[config.mk]
export PLATFORM = sky130hd
export DESIGN_NAME = dcmrb_register_bank
export DESIGN_NICKNAME = d
export VERILOG_FILES = /design/src/hdl/dcmrb_pkg.sv /design/src/hdl/dcmrb_register_bank.sv /design/src/hdl/dcmrb_slot_status.sv
export VERILOG_INCLUDE_DIRS = /design/src /design/src/hdl
export SDC_FILE = /design/constraint.sdc
export NUM_CORES = 1
export LEC_CHECK = 0
export BUFFER_PORTS_ARGS = -buffer_cell sky130_fd_sc_hd__buf_2
export CAP_MARGIN = 10
export CELL_PAD_IN_SITES_DETAIL_PLACEMENT = 1
export CELL_PAD_IN_SITES_GLOBAL_PLACEMENT = 2
export CORE_ASPECT_RATIO = 1.25
export CORE_UTILIZATION = 38
export DETAILED_ROUTE_END_ITERATION = 8
export PLACE_DENSITY_LB_ADDON = 0.1
export SLEW_MARGIN = 10
export SYNTH_ARGS = -nofsm -noshare
export SYNTH_HDL_FRONTEND = slang
export SYNTH_SLANG_ARGS = --single-unit
[constraint.sdc]
create_clock -name i_clock -period 2.9 [get_ports i_clock]
set_input_delay 0.145 -clock i_clock [delete_from_list [all_inputs] [get_ports i_clock]]
set_output_delay 0.145 -clock i_clock [all_outputs]
set_load 0.02 [all_outputs]
[src/hdl/dcmrb_params.svh]
// Offsets, field positions and reset values of the dual card mux register bank.
`ifndef DCMRB_PARAMS_SVH
`define DCMRB_PARAMS_SVH

// ==========================================================================
// Register offsets
// ==========================================================================
`define DCMRB_OFF_HW_REV      8'h00
`define DCMRB_OFF_DRV_REV     8'h01
`define DCMRB_OFF_STATUS      8'h04
`define DCMRB_OFF_SLOT_CTRL   8'h08
`define DCMRB_OFF_BAT_DEB     8'h0a
`define DCMRB_OFF_SHD_DEB     8'h0b
`define DCMRB_OFF_RESERVED    8'h0c
`define DCMRB_OFF_CLK_CTRL    8'h0d
`define DCMRB_OFF_DEV_CTRL    8'h0e
`define DCMRB_OFF_TEST_FIRST  8'h10
`define DCMRB_OFF_GP_PULLUP   8'h15

// ==========================================================================
// Status register fields
// ==========================================================================
`define DCMRB_ST_SHD_LEVEL    0
`define DCMRB_ST_SHD_INT      1
`define DCMRB_ST_BAT_GONE     2
`define DCMRB_ST_BAT_INT      3
`define DCMRB_ST_SLOT1_LO     4
`define DCMRB_ST_SLOT2_LO     6

// ==========================================================================
// Slot control fields
// ==========================================================================
`define DCMRB_SC_SLOT1_EN     0
`define DCMRB_SC_SLOT1_STATE  2
`define DCMRB_SC_SLOT2_EN     4
`define DCMRB_SC_SLOT2_STATE  6

// ==========================================================================
// Device control fields
// ==========================================================================
`define DCMRB_DC_BAT_INT_EN   2
`define DCMRB_DC_SHD_INT_EN   5

// ==========================================================================
// Reset values
// ==========================================================================
`define DCMRB_RST_ZERO        8'h00
`define DCMRB_RST_DEBOUNCE    8'h04
`define DCMRB_RST_DRV_REV     8'h00

`endif

[src/hdl/dcmrb_pkg.sv]
// Types shared by the dual card mux register bank.
package dcmrb_pkg;

  // ========================================================================
  // Slot status encoding
  // ========================================================================
  // Encoded state of one card slot as reported in the status register.
  typedef enum logic [1:0] {
    DCMRB_SLOT_DOWN     = 2'b00,
    DCMRB_SLOT_ISOLATED = 2'b01,
    DCMRB_SLOT_POWERED  = 2'b10,
    DCMRB_SLOT_ACTIVE   = 2'b11
  } dcmrb_slot_t;

  // ========================================================================
  // Register bank state
  // ========================================================================
  // Whole state of the bank, registered as one word.
  typedef struct packed {
    logic              shd_meta;   // First synchroniser stage of the shutdown pin.
    logic              shd_level;  // Second stage, the only copy logic reads.
    logic              shd_prev;   // Delayed shutdown detection level.
    logic              shd_int;    // Sticky shutdown interrupt flag.
    logic              bat_gone;   // Battery removed, debounce expired.
    logic              bat_int;    // Sticky battery removal interrupt flag.
    logic [7:0]        slot_ctrl;  // Slot interface control.
    logic [7:0]        bat_deb;    // Battery debounce count.
    logic [7:0]        shd_deb;    // Shutdown debounce count.
    logic [7:0]        clk_ctrl;   // Clock source control.
    logic [7:0]        dev_ctrl;   // Detection and direction control.
    logic [7:0]        gp_pullup;  // General purpose pull-up control.
    logic [4:0][7:0]   test;       // Factory test scratch registers.
    dcmrb_slot_t       slot1_st;   // Registered status of slot one.
    dcmrb_slot_t       slot2_st;   // Registered status of slot two.
    logic [7:0]        rdata;      // Read data held for the host.
    logic              rvalid;     // One-cycle read answer marker.
  } dcmrb_state_t;

endpackage

[src/hdl/dcmrb_register_bank.sv]
// Register bank of a dual-slot card multiplexer reached by the serial control port.
//
// Behaviour
// - Status bit 0 shows synchronised shutdown pin.
// - Status read clears both interrupt flags.
// - Status bit 3 holds battery removal flag.
// - Status bit 2 shows battery removed.
// - Slot status fields use four-state encoding.
// - Slot status derives from state and enable.
// - Hardware revision is read-only identification byte.
// - Manufacturer nibble fixed, identifies maker.
// - Driver revision read-only, initial 00h.
// - Enable zero forces slot status 00.
// - Slot state fields at 3:2, 7:6.
`timescale 1ns/1ps
`default_nettype none
`include "dcmrb_params.svh"

module dcmrb_register_bank #(
  parameter logic [3:0] MFR_CODE  = 4'h5,  // Arbitrary manufacturer nibble.
  parameter logic [3:0] DEV_CODE  = 4'h3,  // Arbitrary device nibble.
  parameter int         TEST_REGS = 5      // Factory test registers from 10h.
) (
  input  wire logic       i_clock,             // 100 MHz system clock.
  input  wire logic       i_srst,              // Synchronous reset, active high.
  input  wire logic       i_wr_en,             // Register write strobe.
  input  wire logic       i_rd_en,             // Register read strobe.
  input  wire logic [7:0] i_addr,              // Register offset.
  input  wire logic [7:0] i_wdata,             // Write data.
  input  wire logic       i_slot_two_shutdown_input, // Raw shutdown pin.
  input  wire logic       i_shutdown_detected, // Debounced shutdown level.
  input  wire logic       i_battery_removed,   // Battery debounce expired level.
  output logic      [7:0] o_rdata,             // Read data.
  output logic            o_rd_valid,          // Read answer pulse.
  output logic      [7:0] o_slot_control,      // Slot interface control.
  output logic      [7:0] o_battery_debounce,  // Battery debounce count.
  output logic      [7:0] o_shutdown_debounce, // Shutdown debounce count.
  output logic      [7:0] o_clock_control,     // Clock source control.
  output logic      [7:0] o_device_control,    // Detection and direction control.
  output logic      [7:0] o_gp_pullup,         // General purpose pull-up control.
  output logic      [7:0] o_status             // Live status byte.
);

  // ========================================================================
  // Elaboration checks
  // ========================================================================
  // Only five addresses sit between the test base and the pull-up register.
  if (TEST_REGS < 1 || TEST_REGS > 5) begin : g_bad_test_regs
    $error("TEST_REGS must lie between 1 and 5");
  end

  // ========================================================================
  // Constants and state
  // ========================================================================
  // fixed maker nibble
  localparam logic [7:0] HW_ID = {MFR_CODE, DEV_CODE}; // Identification byte.

  dcmrb_pkg::dcmrb_state_t r;       // Registered state.
  dcmrb_pkg::dcmrb_state_t next_r;  // Next state.
  dcmrb_pkg::dcmrb_slot_t  slot1_enc; // Encoder output for slot one.
  dcmrb_pkg::dcmrb_slot_t  slot2_enc; // Encoder output for slot two.
  logic [7:0]              status_byte; // Status as the host sees it.
  logic                    status_read; // Read of the status register.
  logic                    shd_rise;    // Shutdown detection became active.
  logic                    bat_rise;    // Battery removal became active.

  // ========================================================================
  // Slot status encoders
  // ========================================================================
  // status from state and enable
  dcmrb_slot_status u_slot_one (
    .i_state  (r.slot_ctrl[`DCMRB_SC_SLOT1_STATE +: 2]),
    .i_enable (r.slot_ctrl[`DCMRB_SC_SLOT1_EN]),
    .o_status (slot1_enc)
  );

  dcmrb_slot_status u_slot_two (
    .i_state  (r.slot_ctrl[`DCMRB_SC_SLOT2_STATE +: 2]),
    .i_enable (r.slot_ctrl[`DCMRB_SC_SLOT2_EN]),
    .o_status (slot2_enc)
  );

  // ========================================================================
  // Status byte
  // ========================================================================
  // Assembled from registered fields only, so a read returns a coherent byte.
  always_comb begin
    status_byte = {r.slot2_st, r.slot1_st, r.bat_int, r.bat_gone, r.shd_int, r.shd_level};
  end

  // ========================================================================
  // Next state
  // ========================================================================
  // One process computes every register; the flop below only stores it.
  always_comb begin
    next_r      = r;
    status_read = i_rd_en && (i_addr == `DCMRB_OFF_STATUS);
    shd_rise    = i_shutdown_detected && !r.shd_prev;
    bat_rise    = i_battery_removed && !r.bat_gone;

    next_r.shd_meta  = i_slot_two_shutdown_input;
    next_r.shd_level = r.shd_meta;
    next_r.shd_prev  = i_shutdown_detected;
    next_r.bat_gone  = i_battery_removed;

    if (status_read) begin
      next_r.shd_int = 1'b0;
      next_r.bat_int = 1'b0;
    end
    if (shd_rise && r.dev_ctrl[`DCMRB_DC_SHD_INT_EN]) begin
      next_r.shd_int = 1'b1;
    end
    if (bat_rise && r.dev_ctrl[`DCMRB_DC_BAT_INT_EN]) begin
      next_r.bat_int = 1'b1;
    end

    next_r.slot1_st = slot1_enc;
    next_r.slot2_st = slot2_enc;

    // Writes. read-only offsets fall through untouched.
    if (i_wr_en) begin
      unique case (i_addr)
        `DCMRB_OFF_SLOT_CTRL: next_r.slot_ctrl = i_wdata;
        `DCMRB_OFF_BAT_DEB:   next_r.bat_deb   = i_wdata;
        `DCMRB_OFF_SHD_DEB:   next_r.shd_deb   = i_wdata;
        `DCMRB_OFF_CLK_CTRL:  next_r.clk_ctrl  = i_wdata;
        `DCMRB_OFF_DEV_CTRL:  next_r.dev_ctrl  = i_wdata;
        `DCMRB_OFF_GP_PULLUP: next_r.gp_pullup = i_wdata;
        default: begin
          // Test registers occupy a contiguous window above the base.
          for (int k = 0; k < TEST_REGS; k++) begin
            if (i_addr == `DCMRB_OFF_TEST_FIRST + 8'(k)) begin
              next_r.test[k] = i_wdata;
            end
          end
        end
      endcase
    end

    // Reads. Unmapped and reserved offsets answer zero.
    next_r.rvalid = i_rd_en;
    if (i_rd_en) begin
      unique case (i_addr)
        `DCMRB_OFF_HW_REV:    next_r.rdata = HW_ID;
        `DCMRB_OFF_DRV_REV:   next_r.rdata = `DCMRB_RST_DRV_REV;
        `DCMRB_OFF_STATUS:    next_r.rdata = status_byte;
        `DCMRB_OFF_SLOT_CTRL: next_r.rdata = r.slot_ctrl;
        `DCMRB_OFF_BAT_DEB:   next_r.rdata = r.bat_deb;
        `DCMRB_OFF_SHD_DEB:   next_r.rdata = r.shd_deb;
        `DCMRB_OFF_CLK_CTRL:  next_r.rdata = r.clk_ctrl;
        `DCMRB_OFF_DEV_CTRL:  next_r.rdata = r.dev_ctrl;
        `DCMRB_OFF_GP_PULLUP: next_r.rdata = r.gp_pullup;
        default: begin
          next_r.rdata = `DCMRB_RST_ZERO;
          for (int k = 0; k < TEST_REGS; k++) begin
            if (i_addr == `DCMRB_OFF_TEST_FIRST + 8'(k)) begin
              next_r.rdata = r.test[k];
            end
          end
        end
      endcase
    end
  end

  // ========================================================================
  // State register
  // ========================================================================
  // Synchronous reset puts every control field at its power-up value.
  always_ff @(posedge i_clock) begin
    if (i_srst) begin
      r.shd_meta  <= 1'b0;
      r.shd_level <= 1'b0;
      r.shd_prev  <= 1'b0;
      r.shd_int   <= 1'b0;
      r.bat_gone  <= 1'b0;
      r.bat_int   <= 1'b0;
      r.slot_ctrl <= `DCMRB_RST_ZERO;
      r.bat_deb   <= `DCMRB_RST_DEBOUNCE;
      r.shd_deb   <= `DCMRB_RST_DEBOUNCE;
      r.clk_ctrl  <= `DCMRB_RST_ZERO;
      r.dev_ctrl  <= `DCMRB_RST_ZERO;
      r.gp_pullup <= `DCMRB_RST_ZERO;
      r.test      <= '0;
      r.slot1_st  <= dcmrb_pkg::DCMRB_SLOT_DOWN;
      r.slot2_st  <= dcmrb_pkg::DCMRB_SLOT_DOWN;
      r.rdata     <= `DCMRB_RST_ZERO;
      r.rvalid    <= 1'b0;
    end else begin
      r <= next_r;
    end
  end

  // ========================================================================
  // Outputs
  // ========================================================================
  // All straight from the state flops.
  assign o_rdata             = r.rdata;
  assign o_rd_valid          = r.rvalid;
  assign o_slot_control      = r.slot_ctrl;
  assign o_battery_debounce  = r.bat_deb;
  assign o_shutdown_debounce = r.shd_deb;
  assign o_clock_control     = r.clk_ctrl;
  assign o_device_control    = r.dev_ctrl;
  assign o_gp_pullup         = r.gp_pullup;
  assign o_status            = status_byte;
endmodule

`default_nettype wire

[src/hdl/dcmrb_slot_status.sv]
// Slot status encoder: control state bits and regulator enable to status code.
`timescale 1ns/1ps
`default_nettype none

module dcmrb_slot_status (
  input  wire logic [1:0]         i_state,   // State bits from slot control.
  input  wire logic               i_enable,  // Regulator enable bit.
  output var  dcmrb_pkg::dcmrb_slot_t o_status // Encoded slot status.
);

  // ========================================================================
  // Encoding
  // ========================================================================
  // The regulator enable dominates: an unpowered slot is always down, so a
  // host that forgets the order of writes never sees a false active slot.
  always_comb begin
    if (!i_enable) begin
      o_status = dcmrb_pkg::DCMRB_SLOT_DOWN;
    end else begin
      unique case (i_state)
        2'b00: o_status = dcmrb_pkg::DCMRB_SLOT_POWERED;
        2'b01: o_status = dcmrb_pkg::DCMRB_SLOT_ISOLATED;
        2'b10: o_status = dcmrb_pkg::DCMRB_SLOT_POWERED;
        2'b11: o_status = dcmrb_pkg::DCMRB_SLOT_ACTIVE;
      endcase
    end
  end

endmodule

`default_nettype wire

# Word level (Yosys, flattened, before mapping)
# Index checks and enable logic that the tools add are counted.
[op_classes]
eq_ne = 19
muxes = 11
bitwise_logic = 3
n_reduce_logical = 28
[ops]
columns = ["op", "n"]
rows = [
  ["8-bit case mux with 9 select lines", 1],
  ["8-bit by 5-bit equality test with 1-bit output, second input constant", 6],
  ["8-bit by 4-bit equality test with 1-bit output, second input constant", 5],
  ["8-bit 2-to-1 mux", 5],
  ["3-bit AND reduction", 5],
  ["2-bit case mux with 3 select lines", 2],
  ["2-bit AND reduction", 6],
  ["2-bit equality test, second input constant", 4],
  ["8-bit by 1-bit equality test with 1-bit output, second input constant", 1],
  ["8-bit by 3-bit equality test with 1-bit output, second input constant", 1],
  ["8-bit zero test", 1],
  ["2-bit OR reduction", 4],
  ["6-bit OR reduction", 1],
  ["1-bit logical AND", 5],
  ["2-bit by 1-bit equality test with 1-bit output, second input constant", 2],
  ["2-bit zero test", 2],
  ["2-bit nonzero test", 2],
  ["1-bit 2-to-1 mux", 3],
  ["1-bit NOT", 3],
  ["1-bit zero test", 2],
]
[word_totals]
reg_bits = 107
output_inout_bits = 65
wordCells = 82

# Longest topological paths before layout
# Gate-level depths: netlist (run 1).
[logic_depth]
depth_word = 7
mapped_depth = 8

# By module
# A second synthesis (run 1) with hierarchy kept.
[hier_totals]
cells_unflattened = 591
hier_area_um2 = 5550.3
[by_module_without_submodules]
columns = ["module", "instances", "cells_per_inst", "area_per_inst_um2", "seq_area_each_um2"]
rows = [
  ["dcmrb_register_bank", 1, 585, 5507.8, 2142.1],
  ["dcmrb_slot_status", 2, 3, 21.3, 0.0],
]

# Worst setup path before layout (run 1)
# Ideal clock, no wire load.
[synth_timing]
path_type = "input port to flip-flop"
startpoint = "input port i_addr[4]"
endpoint = "register r, in the netlist o_device_control[0]"
arrival_ns = 1.560
t_required_ns = 2.772
slack_ns = 1.212
stages = 7
path_buffers = 2
path_cell_list = "buf_6 > nor4_4 > and3_2 > clkbuf_1 > nand3_2 > mux2i_1 > nor2_1"
[synth_via]
elab_chain_cells = 2
[synth_rtl]
columns = ["element", "line_no", "text"]
rows = [
  ["start: declaration", "dcmrb_register_bank.sv:28", "input wire logic [7:0] i_addr,"],
  ["8-bit by 4-bit equality test with 1-bit output", "dcmrb_register_bank.sv:122", "unique case (i_addr)"],
  ["2-bit AND reduction (no line)", "--", ""],
  ["end signal: assignment", "dcmrb_register_bank.sv:189", "r <= next_r;"],
  ["end: declaration", "dcmrb_register_bank.sv:58", "dcmrb_pkg::dcmrb_state_t r;"],
]
# No other way between the ends.
# A chain may end at the register's enable or synchronous reset.

# Worst setup path in the final report (run 1)
[layout_timing]
startpoint = "input port i_addr[1]"
endpoint = "register r[23] in the netlist's numbering"
[layout_via]
elab_chain_cells = 4
elab_cells_between_ends = 10
cone_classes = "7 x eq/ne; 1 x bitwise; 2 x reduce/logical"
[layout_rtl]
columns = ["element", "line_no"]
rows = [
  ["8-bit by 5-bit equality test with 1-bit output or 8-bit by 4-bit equality test with 1-bit output (tied branches)", "dcmrb_register_bank.sv:122"],
  ["6-bit OR reduction (no line)", "--"],
  ["1-bit NOT (no line)", "--"],
  ["3-bit AND reduction (no line) (*)", "--"],
]
# Every way passes the cells marked *; elsewhere a longest branch is shown, timed or not.

==> impl_metrics.csv, run 1 <==
group,metric,value,unit
clocking,insertion_delay,0.35,ns
routing,ant_nets,0,
layout,syn2layout_area_growth,5.692,%
floorplan,pin_count,88,
logic_synthesis,synth_area,5605,µm²
sta,timing.final.crit_period,1.930,ns
logic_synthesis,synth_flop_cell,"dfxtp_1",
routing,routedWlPerCell,22.69,µm
placed_design,place_area,5644,µm²
layout,drive_gt1_share,23.01,%
power_and_ir_drop,peakVddDrop,0.2766,mV
placed_design,place_congestion,0.8092,
clocking,cts_made_buffers,9,
sta,setup_viol,0,
worst_setup_path,cp.arrival,2.21,ns
routing,vias_per_cell,5.527,
sta,rsz0062_at_grt,"false",
clocking,cts_tree,"built",
sta,fin_crit_sh,66.55,%
layout,antenna_cells,0,
logic_synthesis,async_reset_ff_share,0,%
power_and_ir_drop,power_frac_comb,8.2,%
floorplan,fp.dieH,137.8,µm
clocking,clk_pin_slew,0.07,ns
power_and_ir_drop,p_sw,727.8,µW
routing,first_iter_violations,252,
worst_setup_path,cp.required,3.18,ns
floorplan,row_count,49,
floorplan,design.die.area,15240,µm²
sta,fmax,518.1,MHz
grt,grt_usage,24.24,%
clocking,cts_buffer_depth,2,
grt,grt_pass1_vias,4470,
worst_hold_path,hold_path.class,"input port to flip-flop",
worst_setup_path,critPathKind,"input port to flip-flop",
routing,post-route-drc-count,0,
sta,drv_slew,0,
power_and_ir_drop,pwr-share-clk,39.8,%
logic_synthesis,seq_area_frac_synth,38.21,%
sta,tns,0,ns
layout,fin_nets,622,
layout,final_area,5924,µm²
routing,first_pass_iters,4,
floorplan,core_area,14410,µm²
power_and_ir_drop,power.density,481.7,nW/µm²
grt,grt_pass1_wl,27460,µm
logic_synthesis,synth-edff-count,0,
grt,grt.overflow.total,0,
flow_run,maxCapViolations,0,
placed_design,portBuffers,87,
logic_synthesis,avgSynthCellArea,9.389,µm²
power_and_ir_drop,seq_power_share,52.0,%
placed_design,dpl.hpwl,13050,µm
logic_synthesis,syn-num-nets,620,
routing,vias,4322,
clocking,cts_root_buf,"clkbuf_16",
worst_setup_path,end_kind,"flip-flop",
routing,wl,17740,µm
run_status,status,"finished, final reports clean",
power_and_ir_drop,swShare,25.50,%
clocking,post_cts_buffers,0,
floorplan,initial_utilization,38.91,%
logic_synthesis,synth-seq-cells,107,
power_and_ir_drop,p_int,2.126,mW
clocking,cts.sink_count,107,
power_and_ir_drop,p_leak,2.753,nW
grt,antenna_found_initial,0,
clocking,h-tree-depth,3,
worst_setup_path,cp-start-kind,"input port",
logic_synthesis,synth_warnings,0,
sta,slew_headroom,44.51,%
sta,finalClockSkew,0.006010,ns
sta,tightest_slew,0.8307,ns
logic_synthesis,syn_inst,597,
layout,n_fill_cell,1672,
logic_synthesis,post_synth_num_cell_types,64,
grt,grt_max_degree,116,
sta,hold_viol,0,
worst_setup_path,cp_max_fo,24,
floorplan,die_w,110.6,µm
-- synth_stat cells (6+ instances only) --
master    count  area [µm²]
a21oi_1      15       75.07
a221oi_1      7       61.31
buf_2         7       35.03
buf_4        67       503.0
clkbuf_1     25       93.84
dfxtp_1     107        2142
inv_1         9       33.78
mux2i_1      84       840.8
nand2_1      20       75.07
nand2b_1     46       287.8
nand3_1      15       75.07
nor2_1       60       225.2
nor2b_1      13       81.33
o21ai_0       6       30.03
-- what timing repair did --
item | CTS | global route
endpoints found under the setup margin | 0 | 0
endpoints found under the hold margin | 1 | 0
gates resized for setup | 0 | 0
hold buffers | 1 | 0
-- layout by cell type (no fill, tap or decap), types with 6 or more instances in the layout --
cell type / synthesis / layout
nor2_1: 60 / 60
mux2i_1: 84 / 84
nor2b_1: 13 / 13
inv_1: 9 / 9
a21oi_1: 15 / 15
nand2_1: 20 / 20
clkbuf_16: 0 / 9
buf_2: 7 / 87
dfxtp_1: 107 / 107
nand2b_1: 46 / 46
o21ai_0: 6 / 6
a221oi_1: 7 / 7
nand3_1: 15 / 15
-- worst max-delay path, cell delays in order --
cell and delay, ns:
buf_2 0.44, nor2b_1 0.54, o2111ai_2 0.19, and4_1 0.37, nand2_2 0.28, mux2i_1 0.23
-- sequential cells by signal, indices dropped and copies added, names as in the netlist --
register	flops
next_r	1
o_battery_debounce	8
o_clock_control	8
o_device_control	8
o_gp_pullup	8
o_rd_valid	1
o_rdata	8
o_shutdown_debounce	8
o_slot_control	8
o_status	8
r	41
-- final timing paths --
kind	to	slack, ns	startpoint	depth (start not counted)
worst max-delay path	r[23]	0.97	i_addr[1]	6
worst min-delay path	r[104]	0.03	i_shutdown_detected	2
worst max register to register	o_rdata[6]	1.33	o_slot_control[6]	5
worst min register to register	o_status[0]	0.46	next_r[105]	1
-- metrics by stage --
step                setup WS, ns  utilization, %  power [mW]  instances  hold WS (ns)
finish                    0.9700           41.12       2.854        782       0.02589
global route              0.8410           41.12       2.967        782       0.02602
floorplan                  1.212               -       1.665        597        0.2732
CTS                       0.9976           41.12       2.893        782       0.01913
detailed placement        0.6283           39.18       1.751        765        0.3708
global placement          0.7044           39.18       1.750        765        0.3622
-- metal layers --
layer  part of all wire [%]  track usage (%)  vias up  wire (µm)
met2                     51            42.79      104       9133
met1                     41            29.17     2161       7326
met4                    3.2            10.44        0        565
met5                      0                0        -          0
met3                    4.0            4.004       29        718
li1                       -                -     2028          -
-- cell type report --
type | instances | area (µm²) | area share [%]
clock buffer | 9 | 225.2 | 3.801
clock inverter | 7 | 45.04 | 0.7603
inverter | 9 | 33.78 | 0.5702
multi-input combinational | 378 | 2753 | 46.46
sequential | 107 | 2142 | 36.16
tap | 178 | 222.7 | 3.759
timing repair buffer | 94 | 503.0 | 8.490
-- power groups by stage --
stage               Combinational [mW]  Sequential, mW  Clock, mW
finish                           0.233            1.48       1.14
global route                     0.250            1.48       1.23
CTS                              0.234            1.48       1.17
detailed placement               0.232            1.52          0
global placement                 0.231            1.52          0
floorplan                        0.148            1.52          0
-- cells by family (layout without fill, tap and decap cells) --
group / count (synthesis) / after routing / synth area share, %
and+or+nand+nor: 205 / 205 / 20.69
buffers and inverters: 112 / 119 / 12.68
DFF: 107 / 107 / 38.21
muxes: 93 / 93 / 17.61
AOI/OAI and AO/OA: 78 / 78 / 10.47
adders and majority gates: 1 / 1 / 0.1786
xor gates and xnor gates: 1 / 1 / 0.1563
Power figures use the tool's default switching activity.
==> inputs of run 2 (changes only) <==
--- a/config.mk
+++ b/config.mk
@@ -11,7 +11,7 @@
 export CELL_PAD_IN_SITES_DETAIL_PLACEMENT = 1
 export CELL_PAD_IN_SITES_GLOBAL_PLACEMENT = 2
 export CORE_ASPECT_RATIO = 1.25
-export CORE_UTILIZATION = 38
+export CORE_UTILIZATION = 32
 export DETAILED_ROUTE_END_ITERATION = 8
 export PLACE_DENSITY_LB_ADDON = 0.1
 export SLEW_MARGIN = 10
==> constraint.sdc (replaced) <==
create_clock -name i_clock -period 1.7 [get_ports i_clock]
set_input_delay 0.085 -clock i_clock [delete_from_list [all_inputs] [get_ports i_clock]]
set_output_delay 0.085 -clock i_clock [all_outputs]
set_load 0.02 [all_outputs]
==> run 2 against run 1 <==
Compared with the run above:
- non-clock buffer count increased by 57
- sequential power increased by 71%
- clock-buffer cell count increased by 2
- worst setup slack got worse by 0.86 ns
- first-iteration DRC count decreased by 40%
- register-to-register slack got worse by 1.2 ns
- flip-flop and latch count unchanged
- combinational power increased by 110%
- sequential share of layout area decreased by 3.4 points
- hold slack improved by 0.066 ns
- largest cell class unchanged
==> impl_metrics.csv, run 2 (same netlist as run 1, synthesis figures left out) <==
group,metric,value,unit
clocking,cts_buffer_depth,2,
sta,fmax,629.8,MHz
placed_design,portBuffers,87,
routing,routedWlPerCell,22.35,µm
run_status,status,"finished, final reports clean",
grt,use_met1,28.14,%
layout,antenna_cells,0,
power_and_ir_drop,swShare,24.67,%
routing,first_iter_violations,152,
grt,grt_max_degree,33,
sta,timing.hold.ws,0.09197,ns
grt,grt_pass1_vias,4683,
grt,use_met3,3.582,%
layout,syn2layout_area_growth,16.76,%
clocking,clk_pin_slew,0.07,ns
clocking,cts.sink_count,107,
layout,stdcell_count,881,
layout,fin_nets,679,
floorplan,design.die.area,18050,µm²
power_and_ir_drop,p_total,5.367,mW
layout,layout_common_cells,"107 x dfxtp_1, 86 x buf_2, 84 x mux2i_1, 60 x nor2_1, 55 x buf_4",
placed_design,place_area,6187,µm²
placed_design,dpl.hpwl,15010,µm
flow_run,maxCapViolations,0,
routing,vias_per_cell,5.092,
floorplan,row_count,53,
power_and_ir_drop,pwr-share-clk,43.7,%
clocking,insertion_delay,0.36,ns
routing,first_pass_iters,4,
routing,post-route-drc-count,0,
placed_design,dp.cells,862,
sta,tns,0,ns
sta,slew_headroom,69.33,%
placed_design,place_congestion,0.8439,
clocking,post_cts_buffers,0,
worst_setup_path,cp.arrival,1.89,ns
clocking,cts_tree,"built",
grt,grt.overflow.total,0,
layout,multi_input_area,2753,µm²
layout,top_register,"r",
sta,fin_crit_sh,93.40,%
clocking,h-tree-depth,3,
sta,hold_viol,0,
power_and_ir_drop,p_int,4.043,mW
power_and_ir_drop,peakVddDrop,0.3549,mV
clocking,cts_hold_buffers,3,
sta,drv_slew,0,
routing,wl,19690,µm
floorplan,initial_utilization,33.02,%
grt,grt_busiest_layer,"met2",
grt,grt.met2_usage,40.34,%
floorplan,pin_count,88,
clocking,cts_made_buffers,9,
worst_setup_path,critPathKind,"flip-flop to flip-flop",
clocking,post_cts_resize_count,0,
power_and_ir_drop,seq_power_share,47.2,%
sta,timing.final.crit_period,1.588,ns
floorplan,core_area,16980,µm²
layout,drive_gt1_share,29.20,%
grt,grt_usage,22.78,%
worst_setup_path,cp-start-kind,"flip-flop",
grt,antenna_found_initial,0,
layout,final_area,6545,µm²
sta,rsz0062_at_grt,"false",
power_and_ir_drop,p_sw,1.324,mW
worst_setup_path,cp.required,2.00,ns
layout,final_common_cell,"dfxtp_1",
power_and_ir_drop,p_leak,3.095,nW
layout,n_fill_cell,1988,
power_and_ir_drop,power.density,820.0,nW/µm²
worst_setup_path,cp_max_fo,2,
layout,area.sequential,2142,µm²
grt,grt_pass1_wl,29830,µm
worst_hold_path,hold_path.class,"input port to flip-flop",
floorplan,die_w,120.4,µm
sta,tightest_slew,0.4485,ns
floorplan,fp.dieH,150.0,µm
routing,ant_nets,0,
clocking,cts_root_buf,"clkbuf_16",
routing,vias,4486,
power_and_ir_drop,power_frac_comb,9.1,%
layout,largest_reg_flops,41,
sta,setup_viol,0,
worst_setup_path,end_kind,"flip-flop",
sta,finalClockSkew,0.004346,ns
## run 2: power by group through the flow
stage | Clock, mW | Combinational, mW | Sequential [mW]
finish | 2.35 | 0.487 | 2.53
global route | 2.52 | 0.522 | 2.53
CTS | 2.41 | 0.489 | 2.53
detailed placement | 0 | 0.482 | 2.59
global placement | 0 | 0.480 | 2.59
floorplan | 0 | 0.253 | 2.59
## run 2: metal layers
| metal | up-vias | share of wire [%] |
|---|---|---|
| met3 | 15 | 3.0 |
| met1 | 2232 | 44 |
| met4 | 0 | 1.9 |
| li1 | 2149 | - |
| met2 | 90 | 51 |
| met5 | - | 0 |
## run 2: worst paths after layout
kind	start	endpoint	slack (ns)	depth (start not counted)
worst max-delay path	o_slot_control[6]	o_rdata[6]	0.11	5
worst min-delay path	i_wdata[2]	o_gp_pullup[2]	0.09	3
worst max register to register	o_slot_control[6]	o_rdata[6]	0.11	5
worst min register to register	next_r[105]	o_status[0]	0.46	1
## run 2: cell type report
class	count	share of cell area, %
Timing Repair Buffer	151	15.48
Clock buffer	11	3.709
Sequential cell	107	32.73
Clock inverter	5	1.300
Inverter	9	0.5162
Multi-Input combinational cell	378	42.06
Tap cell	220	4.206
## run 2: worst max-delay path, stage by stage (launching register included)
cell	delay [ns]
dfxtp_1	0.34
nor3b_1	0.30
a211oi_1	0.11
a2111o_1	0.47
a31oi_1	0.19
or3_1	0.12
## run 2: metrics by stage
| step | setup WS, ns | utilization (%) |
|---|---|---|
| floorplan | 0.07241 | - |
| global placement | -0.1794 | 36.45 |
| detailed placement | -0.1963 | 36.45 |
| CTS | 0.1041 | 38.55 |
| global route | 0.02509 | 38.55 |
| finish | 0.1122 | 38.55 |
==> inputs of run 3 (changes only) <==
==> constraint.sdc (replaced) <==
create_clock -name i_clock -period 1.46 [get_ports i_clock]
set_input_delay 0.073 -clock i_clock [delete_from_list [all_inputs] [get_ports i_clock]]
set_output_delay 0.073 -clock i_clock [all_outputs]
set_load 0.02 [all_outputs]
==> run 3 against run 2 <==
Compared with the run above:
- the run now ends with negative setup slack left
- utilization grew 1.5 points
- final cell count grew 2.3%
- die area is the same
- clock-buffer cell count shrank 2
- wire length shrank 1.9%
- largest power group unchanged
==> impl_metrics.csv, run 3 (same netlist as run 1, synthesis figures left out) <==
group,metric,value,unit
run_status,status,"finished, violations left",
run_status,violations,"negative setup slack",
worst_setup_path,cp-start-kind,"flip-flop",
power_and_ir_drop,peakVddDrop,0.5129,mV
layout,n_fill_cell,2000,
floorplan,row_count,53,
routing,vias_per_cell,5.012,
floorplan,die_w,120.4,µm
sta,finalClockSkew,0.01070,ns
layout,final_area,6804,µm²
layout,antenna_cells,0,
routing,post-route-drc-count,0,
sta,setup_viol,1,
grt,grt_pass1_wl,29500,µm
worst_setup_path,crit_start,"r[26]",
placed_design,place_ws,-0.3232,ns
layout,syn2layout_area_growth,21.38,%
worst_setup_path,end_kind,"flip-flop",
floorplan,core_area,16980,µm²
power_and_ir_drop,power.density,917.2,nW/µm²
sta,tns,-0.004341,ns
clocking,cts_made_buffers,9,
clocking,insertion_delay,0.37,ns
layout,layout_common_cells,"101 x dfxtp_1, 86 x buf_2, 83 x mux2i_1, 77 x buf_4, 59 x nor2_1",
layout,utilization,40.08,%
worst_hold_path,hold_path.class,"input port to flip-flop",
routing,ant_nets,0,
floorplan,design.die.area,18050,µm²
placed_design,place_congestion,0.8008,
grt,grt_max_degree,36,
worst_hold_path,min-delay-start,"i_wdata[2]",
grt,grt_usage,22.47,%
sta,hold_viol,0,
clocking,cts.sink_count,107,
power_and_ir_drop,p_leak,3.218,nW
flow_run,maxCapViolations,0,
clocking,h-tree-depth,3,
placed_design,portBuffers,87,
worst_setup_path,critical_path.top_delay_family,"multiplexers",
clocking,cts_root_buf,"clkbuf_16",
routing,routedWlPerCell,21.44,µm
clocking,clk_pin_slew,0.08,ns
placed_design,dp.cells,882,
layout,largest_reg_flops,41,
sta,timing.hold.ws,0.1014,ns
sta,fmax,682.9,MHz
worst_setup_path,cp.arrival,1.70,ns
grt,grt_pass1_vias,4906,
clocking,cts_buffer_depth,2,
worst_setup_path,cp.required,1.70,ns
placed_design,dpl.hpwl,14990,µm
worst_setup_path,critPathSlowestCell,"mux4_2",
routing,first_iter_violations,177,
sta,fin_crit_sh,100.3,%
layout,top_register,"r",
routing,vias,4516,
grt,grt.overflow.total,0,
worst_setup_path,path_buf_inv,0,
layout,final_common_cell,"dfxtp_1",
worst_setup_path,max_stage_delay,0.51,ns
floorplan,fp.dieH,150.0,µm
worst_setup_path,path_cells,"mux4_2 > a221oi_2 > o2bb2ai_1 > a311oi_1",
routing,first_pass_iters,4,
worst_setup_path,critPathKind,"flip-flop to flip-flop",
floorplan,initial_utilization,33.02,%
layout,fin_nets,699,
sta,slew_headroom,71.74,%
power_and_ir_drop,p_total,6.240,mW
worst_setup_path,r2r_start,"r[26]",
sta,timing.final.crit_period,1.464,ns
routing,wl,19320,µm
placed_design,place_area,6356,µm²
sta,tightest_slew,0.4238,ns
layout,stdcell_count,901,
sta,rsz0062_at_grt,"true",
layout,drive_gt1_share,34.65,%
floorplan,pin_count,88,
sta,drv_slew,0,
clocking,cts_tree,"built",
grt,antenna_found_initial,0,
sta,setup_ws,-0.004341,ns
worst_setup_path,cp_max_fo,2,
==> run 3: cell count changes in the layout (fill, tap and decap cells not counted), moves of 3 or more <==
cell      change
a221oi_2      +3
dfxtp_1       -6
dfxtp_2       +5
a221oi_1      -3
buf_4        +22
==> run 3: final cells by class <==
class	count	area, µm²	share of cell area [%]
well taps	220	275.3	4.046
clock buffers	9	225.2	3.310
multi-input cells	378	2879	42.31
inverters	9	33.78	0.4965
clock inverters	7	100.1	1.471
repair buffers	171	1139	16.73
flip-flops and latches	107	2152	31.63
==> run 3: timing repair <==
item,4_1_cts,5_1_grt
pin swaps,1,10
endpoints found under the setup margin,4,15
hold endpoints to repair,4,0
setup buffers,0,1
hold buffers,3,0
gates cloned,0,0
gates resized for setup,7,16
==> run 3: tightest hold or removal path: stages <==
cell     delay, ns
buf_2         0.19
nand3_1       0.10
a21oi_1       0.06
==> run 3: final timing paths <==
path	cells past startpoint	endpoint	slack, ns
hold reg to reg	1	o_status[0]	0.47
setup / recovery	4	o_rdata[5]	-0.004
hold / removal	3	o_gp_pullup[2]	0.10
setup reg to reg	4	o_rdata[5]	-0.004
==> run 3: power breakdown <==
part / internal, mW / switching [mW]
sequential: 2.93 / 0.0130
clock: 1.52 / 1.19
combinational: 0.231 / 0.361
==> run 3: metal layers <==
layer  part of all wire [%]  GRT usage (%)  routed length [µm]
met2                     52          40.46               10070
met5                      0              0                   0
met4                    3.0          8.951                 570
met3                    3.8          4.611                 731
met1                     41          25.77                7945
